$ cat src/logic/sac_pkg.sv
// Package: constants and carrier types for the SAR conversion sequencer and serial readout
package sac_pkg;

  // ****************************************
  // Timing
  // ****************************************
  localparam int unsigned CLK_MHZ       = 50;
  localparam int unsigned CONV_MIN_NS   = 500;
  localparam int unsigned CONV_MAX_NS   = 1300;
  // Least time rounds up, longest rounds down
  localparam int unsigned CONV_MIN_CYC  = (CONV_MIN_NS * CLK_MHZ + 999) / 1000;
  localparam int unsigned CONV_MAX_CYC  = (CONV_MAX_NS * CLK_MHZ) / 1000;
  localparam int unsigned CONV_DEF_CYC  = CONV_MIN_CYC + 8;
  localparam int unsigned DATA_W        = 16;
  localparam int unsigned BIT_CNT_W     = 5;
  localparam int unsigned CNT_W         = 8;
  localparam logic [BIT_CNT_W-1:0] LAST_FALL = 5'h10;

  // ****************************************
  // Types
  // ****************************************
  typedef enum logic [1:0] {
    SAC_ACQUIRE,
    SAC_CONVERT
  } sac_phase_t;

  typedef enum logic {
    SAC_MODE_DAISY,
    SAC_MODE_CS
  } sac_mode_t;

  // Serial output pin as value and enable
  typedef struct packed {
    logic o;
    logic oe;
  } sac_pin_t;

  // Analog-side controls
  typedef struct packed {
    logic sample;
    logic isolate;
    logic power_down;
  } sac_analog_t;

endpackage : sac_pkg

$ cat src/logic/sac_core.sv
// Module: conversion sequencing and serial result readout of a 16-bit SAR converter
`timescale 1ns/10ps
`default_nettype none

// Overview of operation
// - Sample inputs, isolate them during conversion
// - Internal clock times conversion, 500 to 1300 ns
// - Reconnect array, enter acquisition after conversion
// - Power down in acquisition, keep result
// - Serial clock only shifts result bits
// - SPI framing, host clocks and captures
// - Strobe rise samples select: chip-select or daisy
// - In chip-select mode, select fall drives MSB, clock falls next
// - Release output at 16th fall or select rise
module sac_core #(
  parameter int unsigned CONV_CYC = sac_pkg::CONV_DEF_CYC
) (
  // Clock and reset
  input  wire logic               clk_i,
  input  wire logic               rst_i,
  // Host pins
  input  wire logic               conversion_start_strobe_i,
  input  wire logic               sel_n_i,
  input  wire logic               sclk_i,
  output var  logic               sdo_o,
  output var  logic               sdo_oe_o,
  // Converter core
  input  wire logic [15:0]        sar_result_i,
  output var  logic               sample_o,
  output var  logic               isolate_o,
  output var  logic               power_down_o,
  output var  logic               mode_cs_o,
  output var  logic               busy_o
);

  // ****************************************
  // Pin synchronisers
  // ****************************************
  logic [2:0] meta_q;
  logic [2:0] sync_q;
  logic [2:0] prev_q;
  logic       cnv_sync;
  logic       sel_sync;
  logic       sck_sync;

  // The link clock is only sampled here, never used as a clock
  always_ff @(posedge clk_i) begin
    if (rst_i) begin
      // Idle pin levels, so leaving reset shows no false edge
      meta_q <= '1;
      sync_q <= '1;
      prev_q <= '1;
    end else begin
      meta_q <= {conversion_start_strobe_i, sel_n_i, sclk_i};
      sync_q <= meta_q;
      prev_q <= sync_q;
    end
  end

  assign cnv_sync = sync_q[2];
  assign sel_sync = sync_q[1];
  assign sck_sync = sync_q[0];

  // ****************************************
  // Edge detection
  // ****************************************
  logic cnv_rise;
  logic sel_fall;
  logic sel_rise;
  logic sck_fall;

  assign cnv_rise = cnv_sync & ~prev_q[2];
  assign sel_fall = ~sel_sync & prev_q[1];
  assign sel_rise = sel_sync & ~prev_q[1];
  assign sck_fall = ~sck_sync & prev_q[0];

  // ****************************************
  // Conversion sequencer
  // ****************************************
  sac_pkg::sac_phase_t         phase_q, phase_d;
  logic [sac_pkg::CNT_W-1:0]   cnt_q, cnt_d;
  logic [15:0]                 res_q, res_d;
  sac_pkg::sac_mode_t          mode_q, mode_d;
  sac_pkg::sac_analog_t        ana_q, ana_d;
  logic                        done;

  // Internal count is bounded, so the conversion ends inside the window when CONV_CYC is 25 to 65 (default 33)
  assign done = (cnt_q == sac_pkg::CNT_W'(CONV_CYC - 1));

  always_comb begin
    phase_d = phase_q;
    cnt_d   = cnt_q;
    res_d   = res_q;
    mode_d  = mode_q;
    ana_d   = ana_q;
    ana_d.sample = 1'b0;
    unique case (phase_q)
      sac_pkg::SAC_ACQUIRE: begin
        // Strobe rises while converting never reach this branch
        if (cnv_rise) begin
          mode_d  = sel_sync ? sac_pkg::SAC_MODE_CS : sac_pkg::SAC_MODE_DAISY;
          phase_d = sac_pkg::SAC_CONVERT;
          cnt_d   = '0;
          ana_d   = '{sample: 1'b1, isolate: 1'b1, power_down: 1'b0};
        end
      end
      sac_pkg::SAC_CONVERT: begin
        cnt_d = cnt_q + sac_pkg::CNT_W'(1);
        if (done) begin
          phase_d = sac_pkg::SAC_ACQUIRE;
          // Result taken in the last converting cycle
          res_d   = sar_result_i;
          ana_d   = '{sample: 1'b0, isolate: 1'b0, power_down: 1'b1};
        end
      end
      default: phase_d = sac_pkg::SAC_ACQUIRE;
    endcase
  end

  always_ff @(posedge clk_i) begin
    if (rst_i) begin
      phase_q <= sac_pkg::SAC_ACQUIRE;
      cnt_q   <= '0;
      res_q   <= 16'h0000;
      mode_q  <= sac_pkg::SAC_MODE_CS;
      ana_q   <= '{sample: 1'b0, isolate: 1'b0, power_down: 1'b1};
    end else begin
      phase_q <= phase_d;
      cnt_q   <= cnt_d;
      res_q   <= res_d;
      mode_q  <= mode_d;
      ana_q   <= ana_d;
    end
  end

  // ****************************************
  // Serial readout
  // ****************************************
  logic [15:0]                     shf_q, shf_d;
  logic [sac_pkg::BIT_CNT_W-1:0]   nfall_q, nfall_d;
  sac_pkg::sac_pin_t               pin_q, pin_d;
  logic                            reading;

  // Daisy-chain shifting is not carried: the output stays released there
  // Readout only in chip-select mode, acquisition phase, strobe held high
  assign reading = (phase_q == sac_pkg::SAC_ACQUIRE) && (mode_q == sac_pkg::SAC_MODE_CS)
                   && cnv_sync;

  always_comb begin
    shf_d   = shf_q;
    nfall_d = nfall_q;
    pin_d   = pin_q;
    if (cnv_rise || sel_rise || !reading) begin
      pin_d = '{o: 1'b0, oe: 1'b0};
    end else if (sel_fall) begin
      // Whole word loaded at selection, so a later conversion cannot tear it
      shf_d   = res_q;
      nfall_d = '0;
      pin_d   = '{o: res_q[15], oe: 1'b1};
    end else if (pin_q.oe && sck_fall) begin
      nfall_d = nfall_q + sac_pkg::BIT_CNT_W'(1);
      shf_d   = {shf_q[14:0], 1'b0};
      // Sixteenth fall ends the word
      if (nfall_d == sac_pkg::LAST_FALL) begin
        pin_d = '{o: 1'b0, oe: 1'b0};
      end else begin
        // Next lower bit sits one place below the bit on the pin
        pin_d.o = shf_q[14];
      end
    end
  end

  always_ff @(posedge clk_i) begin
    if (rst_i) begin
      shf_q   <= 16'h0000;
      nfall_q <= '0;
      pin_q   <= '{o: 1'b0, oe: 1'b0};
    end else begin
      shf_q   <= shf_d;
      nfall_q <= nfall_d;
      pin_q   <= pin_d;
    end
  end

  // ****************************************
  // Busy flag
  // ****************************************
  logic busy_q;
  logic busy_d;

  // Follows the next phase, so it moves together with isolate
  always_comb begin
    busy_d = (phase_d == sac_pkg::SAC_CONVERT);
  end

  always_ff @(posedge clk_i) begin
    if (rst_i) begin
      busy_q <= 1'b0;
    end else begin
      busy_q <= busy_d;
    end
  end

  // ****************************************
  // Outputs
  // ****************************************

  assign sdo_o        = pin_q.o;
  assign sdo_oe_o     = pin_q.oe;
  assign sample_o     = ana_q.sample;
  assign isolate_o    = ana_q.isolate;
  assign power_down_o = ana_q.power_down;
  assign mode_cs_o    = 1'(mode_q);
  assign busy_o       = busy_q;

endmodule : sac_core

`default_nettype wire

$ cat config.mk
export PLATFORM = sky130hd
export DESIGN_NAME = sac_core
export DESIGN_NICKNAME = d
export VERILOG_FILES = /design/src/logic/sac_pkg.sv /design/src/logic/sac_core.sv
export SDC_FILE = /design/constraint.sdc
export NUM_CORES = 1
export LEC_CHECK = 0
export CAP_MARGIN = 15
export CORE_AREA = 4 4 74 76
export DETAILED_ROUTE_END_ITERATION = 7
export DIE_AREA = 0 0 78 80
export DONT_BUFFER_PORTS = 1
export PLACE_DENSITY_LB_ADDON = 0.08
export REMOVE_ABC_BUFFERS = 1
export SLEW_MARGIN = 20
export SYNTH_ARGS = -nofsm -noshare
export SYNTH_HDL_FRONTEND = slang
export SYNTH_SLANG_ARGS = --single-unit
$ cat constraint.sdc
create_clock -name clk_i -period 2.6 [get_ports clk_i]
set_clock_uncertainty 0.05 [all_clocks]
set_input_delay 0.26 -clock clk_i [delete_from_list [all_inputs] [get_ports clk_i]]
set_output_delay 0.26 -clock clk_i [all_outputs]
set_load 0.02 [all_outputs]
After elaboration in Yosys (flattened, before gate mapping)
Cells that the tools add are included.
Word-level totals
  memory bits (writable): 0
  bits in read-only memories: 0
  word-level logic and storage cells: 66
  bits of input ports: 21
  register bits after elaboration: 62
  memories kept: 0
  bits in latches: 0
Cells by class
  reduce and logical (&&, ||, !) cells: 17
  shift-type cells: 0
  $add $sub $neg: 2
  multiplexer cells: 17
  equality and inequality tests: 6
  div/mod/pow operators: 0
  bitwise logic cells: 9
  $mul: 0
  $lt $le $gt $ge: 0
Operator list (number)
  $mux 15: 2
  $pmux 8 s2: 1
  $mux 2: 5
  $mux 5: 2
  $reduce_and 2->1: 5
  $add 8x1->8 const B: 1
  $eq 8x6->1 const B: 1
  $mux 8: 1
  $pmux 3 s2: 1
  $reduce_bool 2->1: 3
  $add 5x1->5 const B: 1
  $eq 5x5->1 const B: 1
  $not 1->1: 5
  $and 1x1->1: 4
  $eq 2x1->1 const B: 2
  $ne 2x2->1 const B: 2
  $pmux 2 s2: 1
  $logic_and 1x1->1: 3
  $mux 1: 3
  $mux 3: 1
  $reduce_and 3->1: 1
  $logic_not 2->1: 1
  $logic_or 1x1->1: 2
  $reduce_or 2->1: 1
  $logic_not 1->1: 1

Logic depth before layout (Yosys ltp)
Gate-level depths: netlist of run 1.
  depth after elaboration: 7
  depth in mapped cells: 8

Least setup slack after synthesis of run 1
OpenSTA, ideal clock, no wires.
  kind: reg2reg
  start: register cnt_q[0] in the netlist's numbering
  end: register ana_q (netlist bit isolate_o)
  stages on the path, launching flop included: 8
  slack: 0.786 ns
  buffers on the path: 2
  data arrival time: 1.648 ns
  period minus slack after synthesis: 1.814 ns
  library setup time: 0.116 ns
  cells stage by stage: dfxtp_1 -> inv_1 -> ha_1 -> nor4bb_1 -> nand3_1 -> buf_2 -> buf_2 -> a31o_2
On the way
  cells in the longest elaborated chain, start to end: 3
RTL lines
  start, declared: RTL line sac_core.sv:81  | logic [sac_pkg::CNT_W-1:0] cnt_q, cnt_d;
  start signal, assigned: RTL line sac_core.sv:129  | cnt_q <= cnt_d;
  $eq 8x6->1: RTL line sac_core.sv:88  | assign done = (cnt_q == sac_pkg::CNT_W'(CONV_CYC - 1));
  $ne 2x2->1 (no source line)
  $reduce_and 3->1 (no source line)
  end signal, assigned: RTL line sac_core.sv:126  | ana_q <= '{sample: 1'b0, isolate: 1'b0, power_down: 1'b1};
  end signal, assigned: RTL line sac_core.sv:132  | ana_q <= ana_d;
  end, declared: RTL line sac_core.sv:84  | sac_pkg::sac_analog_t ana_q, ana_d;
Every way passes these cells.
A chain may end at the register's enable or synchronous reset.

Final worst setup path of run 1
  start: register cnt_q[0] in the netlist's numbering
  end: register res_q[15]
On the way
  cells in the longest elaborated chain, start to end: 2
RTL lines
  $eq 8x6->1: RTL line sac_core.sv:88
  $reduce_and 2->1 (no source line)
  end signal, assigned: RTL line sac_core.sv:130  | res_q <= res_d;
  end, declared: RTL line sac_core.sv:82  | logic [15:0] res_q, res_d;
Every way passes these cells.

==> results.toml, run 1 <==
[layout]
final_layout_size_suffix_gt1_frac = 0.1575
fin_nets = 293
syn_to_final_growth_pct = 9.693
diodes = 0
final_util = 0.6056

[synthesis]
synth_flop_cell = "dfxtp_1"
synth_commonest_cells = "62 x dfxtp_1, 30 x mux2i_1, 24 x nor2_1"
avgSynthCellArea_um2 = 9.840
yosysWarnings = 0
synth_cells = 265
synth-seq-area-share = 0.4760
synth_area_mm2 = 0.002608
synth.area.top_cells = "dfxtp_1 48%, mux2i_1 12%, a21oi_1 4.0%"
synth_edf_count = 0
synth_top_cell_by_area = "dfxtp_1"
yosysUniqueCellTypes = 49
synth.most_common_cell = "dfxtp_1"
async_flop_share = 0
synth_top_area_share = 0.4760
synth_seq_cells = 62

[clock_tree]
cts_tree = "yes"
clk_path_buf_depth = 2
cts_setup_buffers = 0
clock-sinks = 62
clockRootBuffer = "clkbuf_8"
cts_made_buffers = 9
clk_pin_slew_ns = 0.06
htreeDepth = 3
insertion_delay_ns = 0.32

[setup_path]
worstSetupPathType = "flip-flop to flip-flop"
startpoint_type = "flip-flop"
worst_path_largest_cell_delay_ns = 0.45
critPathMaxFanout = 7
critPathBufInv = 2
required_ns = 2.75
critPathSlowestCell = "nor4bb_1"
critical_path.endpoint_type = "flip-flop"
cp.arrival_ns = 2.07
path_cells = "inv_1 > ha_1 > nor4bb_1 > nand3_1 > buf_4 > mux2i_1 > nor2_1"
cp_top_family = "simple AND/OR/NAND/NOR gates"

[floorplanning]
io_pins = 28
initial_utilization = 0.5521
fp.coreArea_mm2 = 0.004723
fp.dieArea_mm2 = 0.006240
rows = 25
die_h_um = 80
die_x_um = 78

[routing]
via_count = 1884
drc = 0
first_iter_violations = 89
dr.pass1.iters = 4
final_antenna_net_count = 0
wirelength_mm = 4.926
wl_per_cell_um = 14.49
vias_per_cell = 5.541

[timing]
slew_viol_final = 0
fmax_mhz = 522.4
grt_setup_unrepaired = "no"
hold_viol = 0
setup_viol = 0
setup_tns_ns = 0
fin_crit_sh = 0.7362
period_needed_ns = 1.914

[placement]
gpl.final_weighted_congestion = 0.8632
dpl.hpwl_mm = 3.221
io_buffers = 0

[pwr]
p_leak_nw = 1.112
powerDensity_mw_per_mm2 = 622.8
finalPower_w = 0.001781
ir_drop_v = 0.0003718

[job]
drv_cap = 0

[global_routing]
grt.overflow.total = 0
grt_antenna_before_repair = 0
grt_pass1_vias = 1783
groute.usage.overall = 0.1728
grt_start_max_net_pins = 51
grt_pass1_wl_mm = 8.493

[min_path]
hold_class = "primary input to flip-flop"

[run_status]
outcome = "finished clean"
[cell usage in the layout, fill, tap and decap left out, drive strengths merged, types with 4 or more instances in the layout]
cell type	count
or2	8
dfxtp	62
nand4	4
dlygate4sd3	4
nand3	10
o21ai	4
buf	7
clkbuf	14
mux2i	30
inv	6
nand2	16
nor2	24
a21oi	21
nor3	4
a211oi	14
[worst paths after layout]
path,startpoint,end,slack (ns),depth (start not counted)
hold reg to reg,meta_q[0]$_SDFF_PP1_,sync_q[0]$_SDFF_PP1_,0.36,1
setup reg to reg,cnt_q[0]$_SDFFE_PP0P_,res_q[15]$_SDFFE_PP0P_,0.69,7
setup / recovery,cnt_q[0]$_SDFFE_PP0P_,res_q[15]$_SDFFE_PP0P_,0.69,7
hold / removal,sar_result_i[6],res_q[6]$_SDFFE_PP0P_,0.03,2
[worst register-to-register path, cell delays in order, from the launching register on]
cell and delay [ns]:
dfxtp_1 0.35, inv_1 0.07, ha_1 0.13, nor4bb_1 0.45
nand3_1 0.28, buf_4 0.26, mux2i_1 0.17, nor2_1 0.05
[where the power goes]
group / total (W) / internal [W] / switching (W)
sequential: 0.000977 / 0.000966 / 0.0000109
clock: 0.000717 / 0.000393 / 0.000324
combinational: 0.0000876 / 0.0000353 / 0.0000524
[layout make-up]
| cell class | count | area, um2 |
|---|---|---|
| Multi-Input combinational cell | 178 | 1236 |
| Fill cell | 424 | 1863 |
| Sequential cell | 62 | 1241 |
| Tap cell | 67 | 83.83 |
| Inverter | 7 | 26.28 |
| Timing Repair Buffer | 11 | 105.1 |
| Clock inverter | 1 | 5.005 |
| Clock buffer | 14 | 162.7 |
[sequential cells by signal, summed over array words and instances, names as in the netlist, 2 cells and up]
name and flops:
phase_q 2, shf_q 15, nfall_q 5, cnt_q 8
res_q 16, sync_q 3, prev_q 3, meta_q 3
[kinds of logic after synthesis]
kind of cell               synth area share
AOI/OAI and AO/OA                    0.1526
muxes                                0.1281
buffers and inverters               0.05086
adders and majority gates           0.01872
other                              0.001438
and+or+nand+nor                      0.1723
DFF                                  0.4760
[timing repair]
action	in CTS	in global routing
hold buffers	5	0
gates resized for setup	0	0
hold endpoints to repair	51	0
[per-stage QoR]
step                hold WS, ns  setup WS (ns)  std cells  area, um2
floorplan                0.2746         0.3983        247       2501
global placement         0.2809         0.7042        320       2633
detailed placement       0.2837         0.7113        320       2633
CTS                     0.02162         0.6803        340       2860
global route            0.02445         0.4099        340       2860
finish                  0.03471         0.6858        340       2860
[metal layers]
metal	track usage	routed length, um	vias up
met5	0	0	-
met4	0.09091	70	0
met3	0.03950	216	7
met2	0.2577	2195	38
met1	0.2322	2443	875
li1	-	-	964
(Power assumes the default switching activity.)
==> run 2: changes to the inputs <==
--- a/config.mk
+++ b/config.mk
@@ -5,10 +5,11 @@
 export SDC_FILE = /design/constraint.sdc
 export NUM_CORES = 1
 export LEC_CHECK = 0
+export ABC_AREA = 1
 export CAP_MARGIN = 15
-export CORE_AREA = 4 4 74 76
+export CORE_AREA = 4 4 76 78
 export DETAILED_ROUTE_END_ITERATION = 7
-export DIE_AREA = 0 0 78 80
+export DIE_AREA = 0 0 80 82
 export DONT_BUFFER_PORTS = 1
 export PLACE_DENSITY_LB_ADDON = 0.08
 export REMOVE_ABC_BUFFERS = 1
==> constraint.sdc (replaced) <==
create_clock -name clk_i -period 1.8 [get_ports clk_i]
set_clock_uncertainty 0.05 [all_clocks]
set_input_delay 0.18 -clock clk_i [delete_from_list [all_inputs] [get_ports clk_i]]
set_output_delay 0.18 -clock clk_i [all_outputs]
set_load 0.02 [all_outputs]
==> results.toml, run 2 <==
[run_status]
outcome = "finished clean"

[floorplanning]
fp.dieArea_mm2 = 0.006560
initial_utilization = 0.5313
die_h_um = 82
rows = 26
io_pins = 28
fp.coreArea_mm2 = 0.005075
die_x_um = 80

[setup_path]
critPathSlowestCell = "dfxtp_1"
reg2reg_to = "res_q[10]$_SDFFE_PP0P_"
critical_path.endpoint_type = "flip-flop"
worst_path_largest_cell_delay_ns = 0.34
critPathMaxFanout = 17
path_cells = "inv_1 > ha_1 > nand2_1 > nor3_4 > nand2_4 > nand2_1 > a21oi_2"
reg2reg_depth = 7
required_ns = 1.97
crit_top_cell = "nand2_1"
startpoint_type = "flip-flop"
worstSetupPathType = "flip-flop to flip-flop"
rrSetupSlack_ns = 0.30
r2r_start = "cnt_q[0]$_SDFFE_PP0P_"
critPathBufInv = 1
cp.arrival_ns = 1.67
cp_top_family = "simple AND/OR/NAND/NOR gates"

[routing]
vias_per_cell = 5.068
drc = 0
wl_per_cell_um = 12.75
final_antenna_net_count = 0
via_count = 2316
wirelength_mm = 5.828
first_iter_violations = 133
dr.pass1.iters = 4

[clock_tree]
clk_path_buf_depth = 2
clock-sinks = 62
cts_tree = "yes"
insertion_delay_ns = 0.34
cts_made_buffers = 9
clockRootBuffer = "clkbuf_8"
cts_setup_buffers = 0
clk_pin_slew_ns = 0.07
htreeDepth = 3

[timing]
setup_viol = 0
slew_viol_final = 0
hold_viol = 0
fin_crit_sh = 0.8312
setup_tns_ns = 0
fmax_mhz = 668.4
grt_setup_unrepaired = "no"
period_needed_ns = 1.496

[layout]
regMostFlops = "res_q"
fin_nets = 406
largest_reg_flops = 16
final_layout_size_suffix_gt1_frac = 0.1757
final_cell_area_mm2 = 0.003171
diodes = 0
layout_commonest_cell = "nand2_1"
syn_to_final_growth_pct = 17.59
layout_common_cells = "115 x nand2_1, 62 x dfxtp_1, 42 x nand3_1"
reg_top3 = "res_q (16), shf_q (15), cnt_q (8)"
fin_cells = 457

[synthesis]
synth_cells = 358
yosysWarnings = 0
synth_commonest_cells = "115 x nand2_1, 62 x dfxtp_1, 42 x nand3_1"
synth_edf_count = 0
avgSynthCellArea_um2 = 7.532
synth_top_family_by_area = "simple AND/OR/NAND/NOR gates"
synth-seq-area-share = 0.4603
synth_top_cell_by_area = "dfxtp_1"
synth_flop_cell = "dfxtp_1"
synth_compound_area_frac = 0.1151
synth_area_mm2 = 0.002696
synth_xor_area_frac = 0
synth.area.top_cells = "dfxtp_1 46%, nand2_1 16%, nand3_1 7.8%"
async_flop_share = 0
synth_seq_cells = 62
synth_mux_area_frac = 0
synthAdderAreaFrac = 0.01392
synth-simple-area-share = 0.3443
yosysUniqueCellTypes = 29
synth.most_common_cell = "nand2_1"
synth_top_area_share = 0.4603

[placement]
dpl.cell_count = 421
gpl.final_weighted_congestion = 0.7473
dpl.hpwl_mm = 3.540
io_buffers = 0
placed_area_mm2 = 0.002771

[global_routing]
groute.usage.overall = 0.2027
met1_usage = 0.2542
grt_start_max_net_pins = 45
grt_antenna_before_repair = 0
grt.overflow.total = 0
grt_pass1_wl_mm = 10.10
top_usage_layer = "met2"
grt_pass1_vias = 2155
gr-usage-met2 = 0.3187
grtUsageMet3 = 0.07895

[min_path]
hold-path-endpoint = "prev_q[2]$_SDFF_PP1_"
hold_class = "primary input to flip-flop"
hold_start = "rst_i"
hold_depth = 2

[pwr]
ir_drop_v = 0.0005937
p_seq_frac = 0.515
clockPowerShare = 0.435
p_int_w = 0.002075
p_leak_nw = 1.210
combPwrFrac = 0.050
power_switching_w = 0.0006282
switching_share = 0.2324
powerDensity_mw_per_mm2 = 852.6

[job]
drv_cap = 0
-- run 2: changes by cell type after synthesis, moves of 5 or more --
cell,previous run,this run
nand3_2,0,8
nand3_1,10,42
nand2_1,16,115
a21oi_1,21,39
inv_1,6,11
nor2_1,24,12
inv_2,0,10
mux2i_1,30,0
a21oi_2,0,8
a211oi_1,6,0
a211oi_2,8,0
-- run 2: worst reg2reg max path, cell delays in order, from the launching register on --
cell and delay, ns:
dfxtp_1 0.34, inv_1 0.06, ha_1 0.16, nand2_1 0.09, nor3_4 0.29, nand2_4 0.21, nand2_1 0.13, a21oi_2 0.06
-- run 2: per-layer routing --
layer | vias up | routed length (um)
met1 | 1055 | 2825
met4 | 0 | 78
met2 | 40 | 2670
met3 | 8 | 254
li1 | 1213 | -
met5 | - | 0
-- run 2: power by group through the flow --
| stage | Sequential [W] | Clock [W] | Combinational [W] |
|---|---|---|---|
| after floorplan | 0.00142 | 0 | 0.0000478 |
| final | 0.00139 | 0.00118 | 0.000134 |
| after global routing | 0.00139 | 0.00129 | 0.000148 |
| after detailed placement | 0.00142 | 0 | 0.0000774 |
| after CTS | 0.00139 | 0.00122 | 0.000134 |
| after global placement | 0.00142 | 0 | 0.0000765 |
-- run 2: repair_timing --
item,in CTS,in global routing
hold buffers,20,0
hold endpoints to repair,45,0
resized for setup,0,0
-- run 2: layout make-up --
cell class	instances	area, um2
multi-input cells	258	1280
inverters	22	82.58
flip-flops and latches	62	1241
clock inverters	6	61.31
repair buffers	29	290.3
well taps	70	87.58
clock buffers	10	127.6
fillers	469	1904
-- run 2: metrics by stage --
stage | worst slack, ns | util | power [W] | hold slack (ns)
after floorplan | 0.06854 | - | 0.001471 | 0.1924
after global placement | 0.3549 | 0.5461 | 0.001500 | 0.1988
after detailed placement | 0.3253 | 0.5461 | 0.001501 | 0.1986
after CTS | 0.3005 | 0.6248 | 0.002744 | 0.004127
after global routing | 0.1475 | 0.6248 | 0.002825 | 0.02765
final | 0.3039 | 0.6248 | 0.002703 | 0.02703
-- run 2: cell families (layout without fill, tap and decap cells) --
group                    count (synthesis)  in the layout
other                                    1              1
AND/OR/NAND/NOR                        199            199
AO/OA/AOI/OAI                           55             55
buffers and inverters                   38             67
flip-flops                              62             62
adder cells (fa/ha/maj)                  3              3
-- run 2: how the worst max path moves through the flow --
stage	startpoint	to	slack, ns	depth (start not counted)
after floorplan	mode_cs_o$_SDFFE_PP1P_	nfall_q[3]$_SDFFE_PP0P_	0.07	5
after global placement	mode_cs_o$_SDFFE_PP1P_	shf_q[0]$_SDFFE_PP0P_	0.35	5
after detailed placement	cnt_q[0]$_SDFFE_PP0P_	res_q[7]$_SDFFE_PP0P_	0.33	7
after CTS	cnt_q[0]$_SDFFE_PP0P_	res_q[10]$_SDFFE_PP0P_	0.30	7
after global routing	mode_cs_o$_SDFFE_PP1P_	shf_q[5]$_SDFFE_PP0P_	0.15	5
final	cnt_q[0]$_SDFFE_PP0P_	res_q[10]$_SDFFE_PP0P_	0.30	7
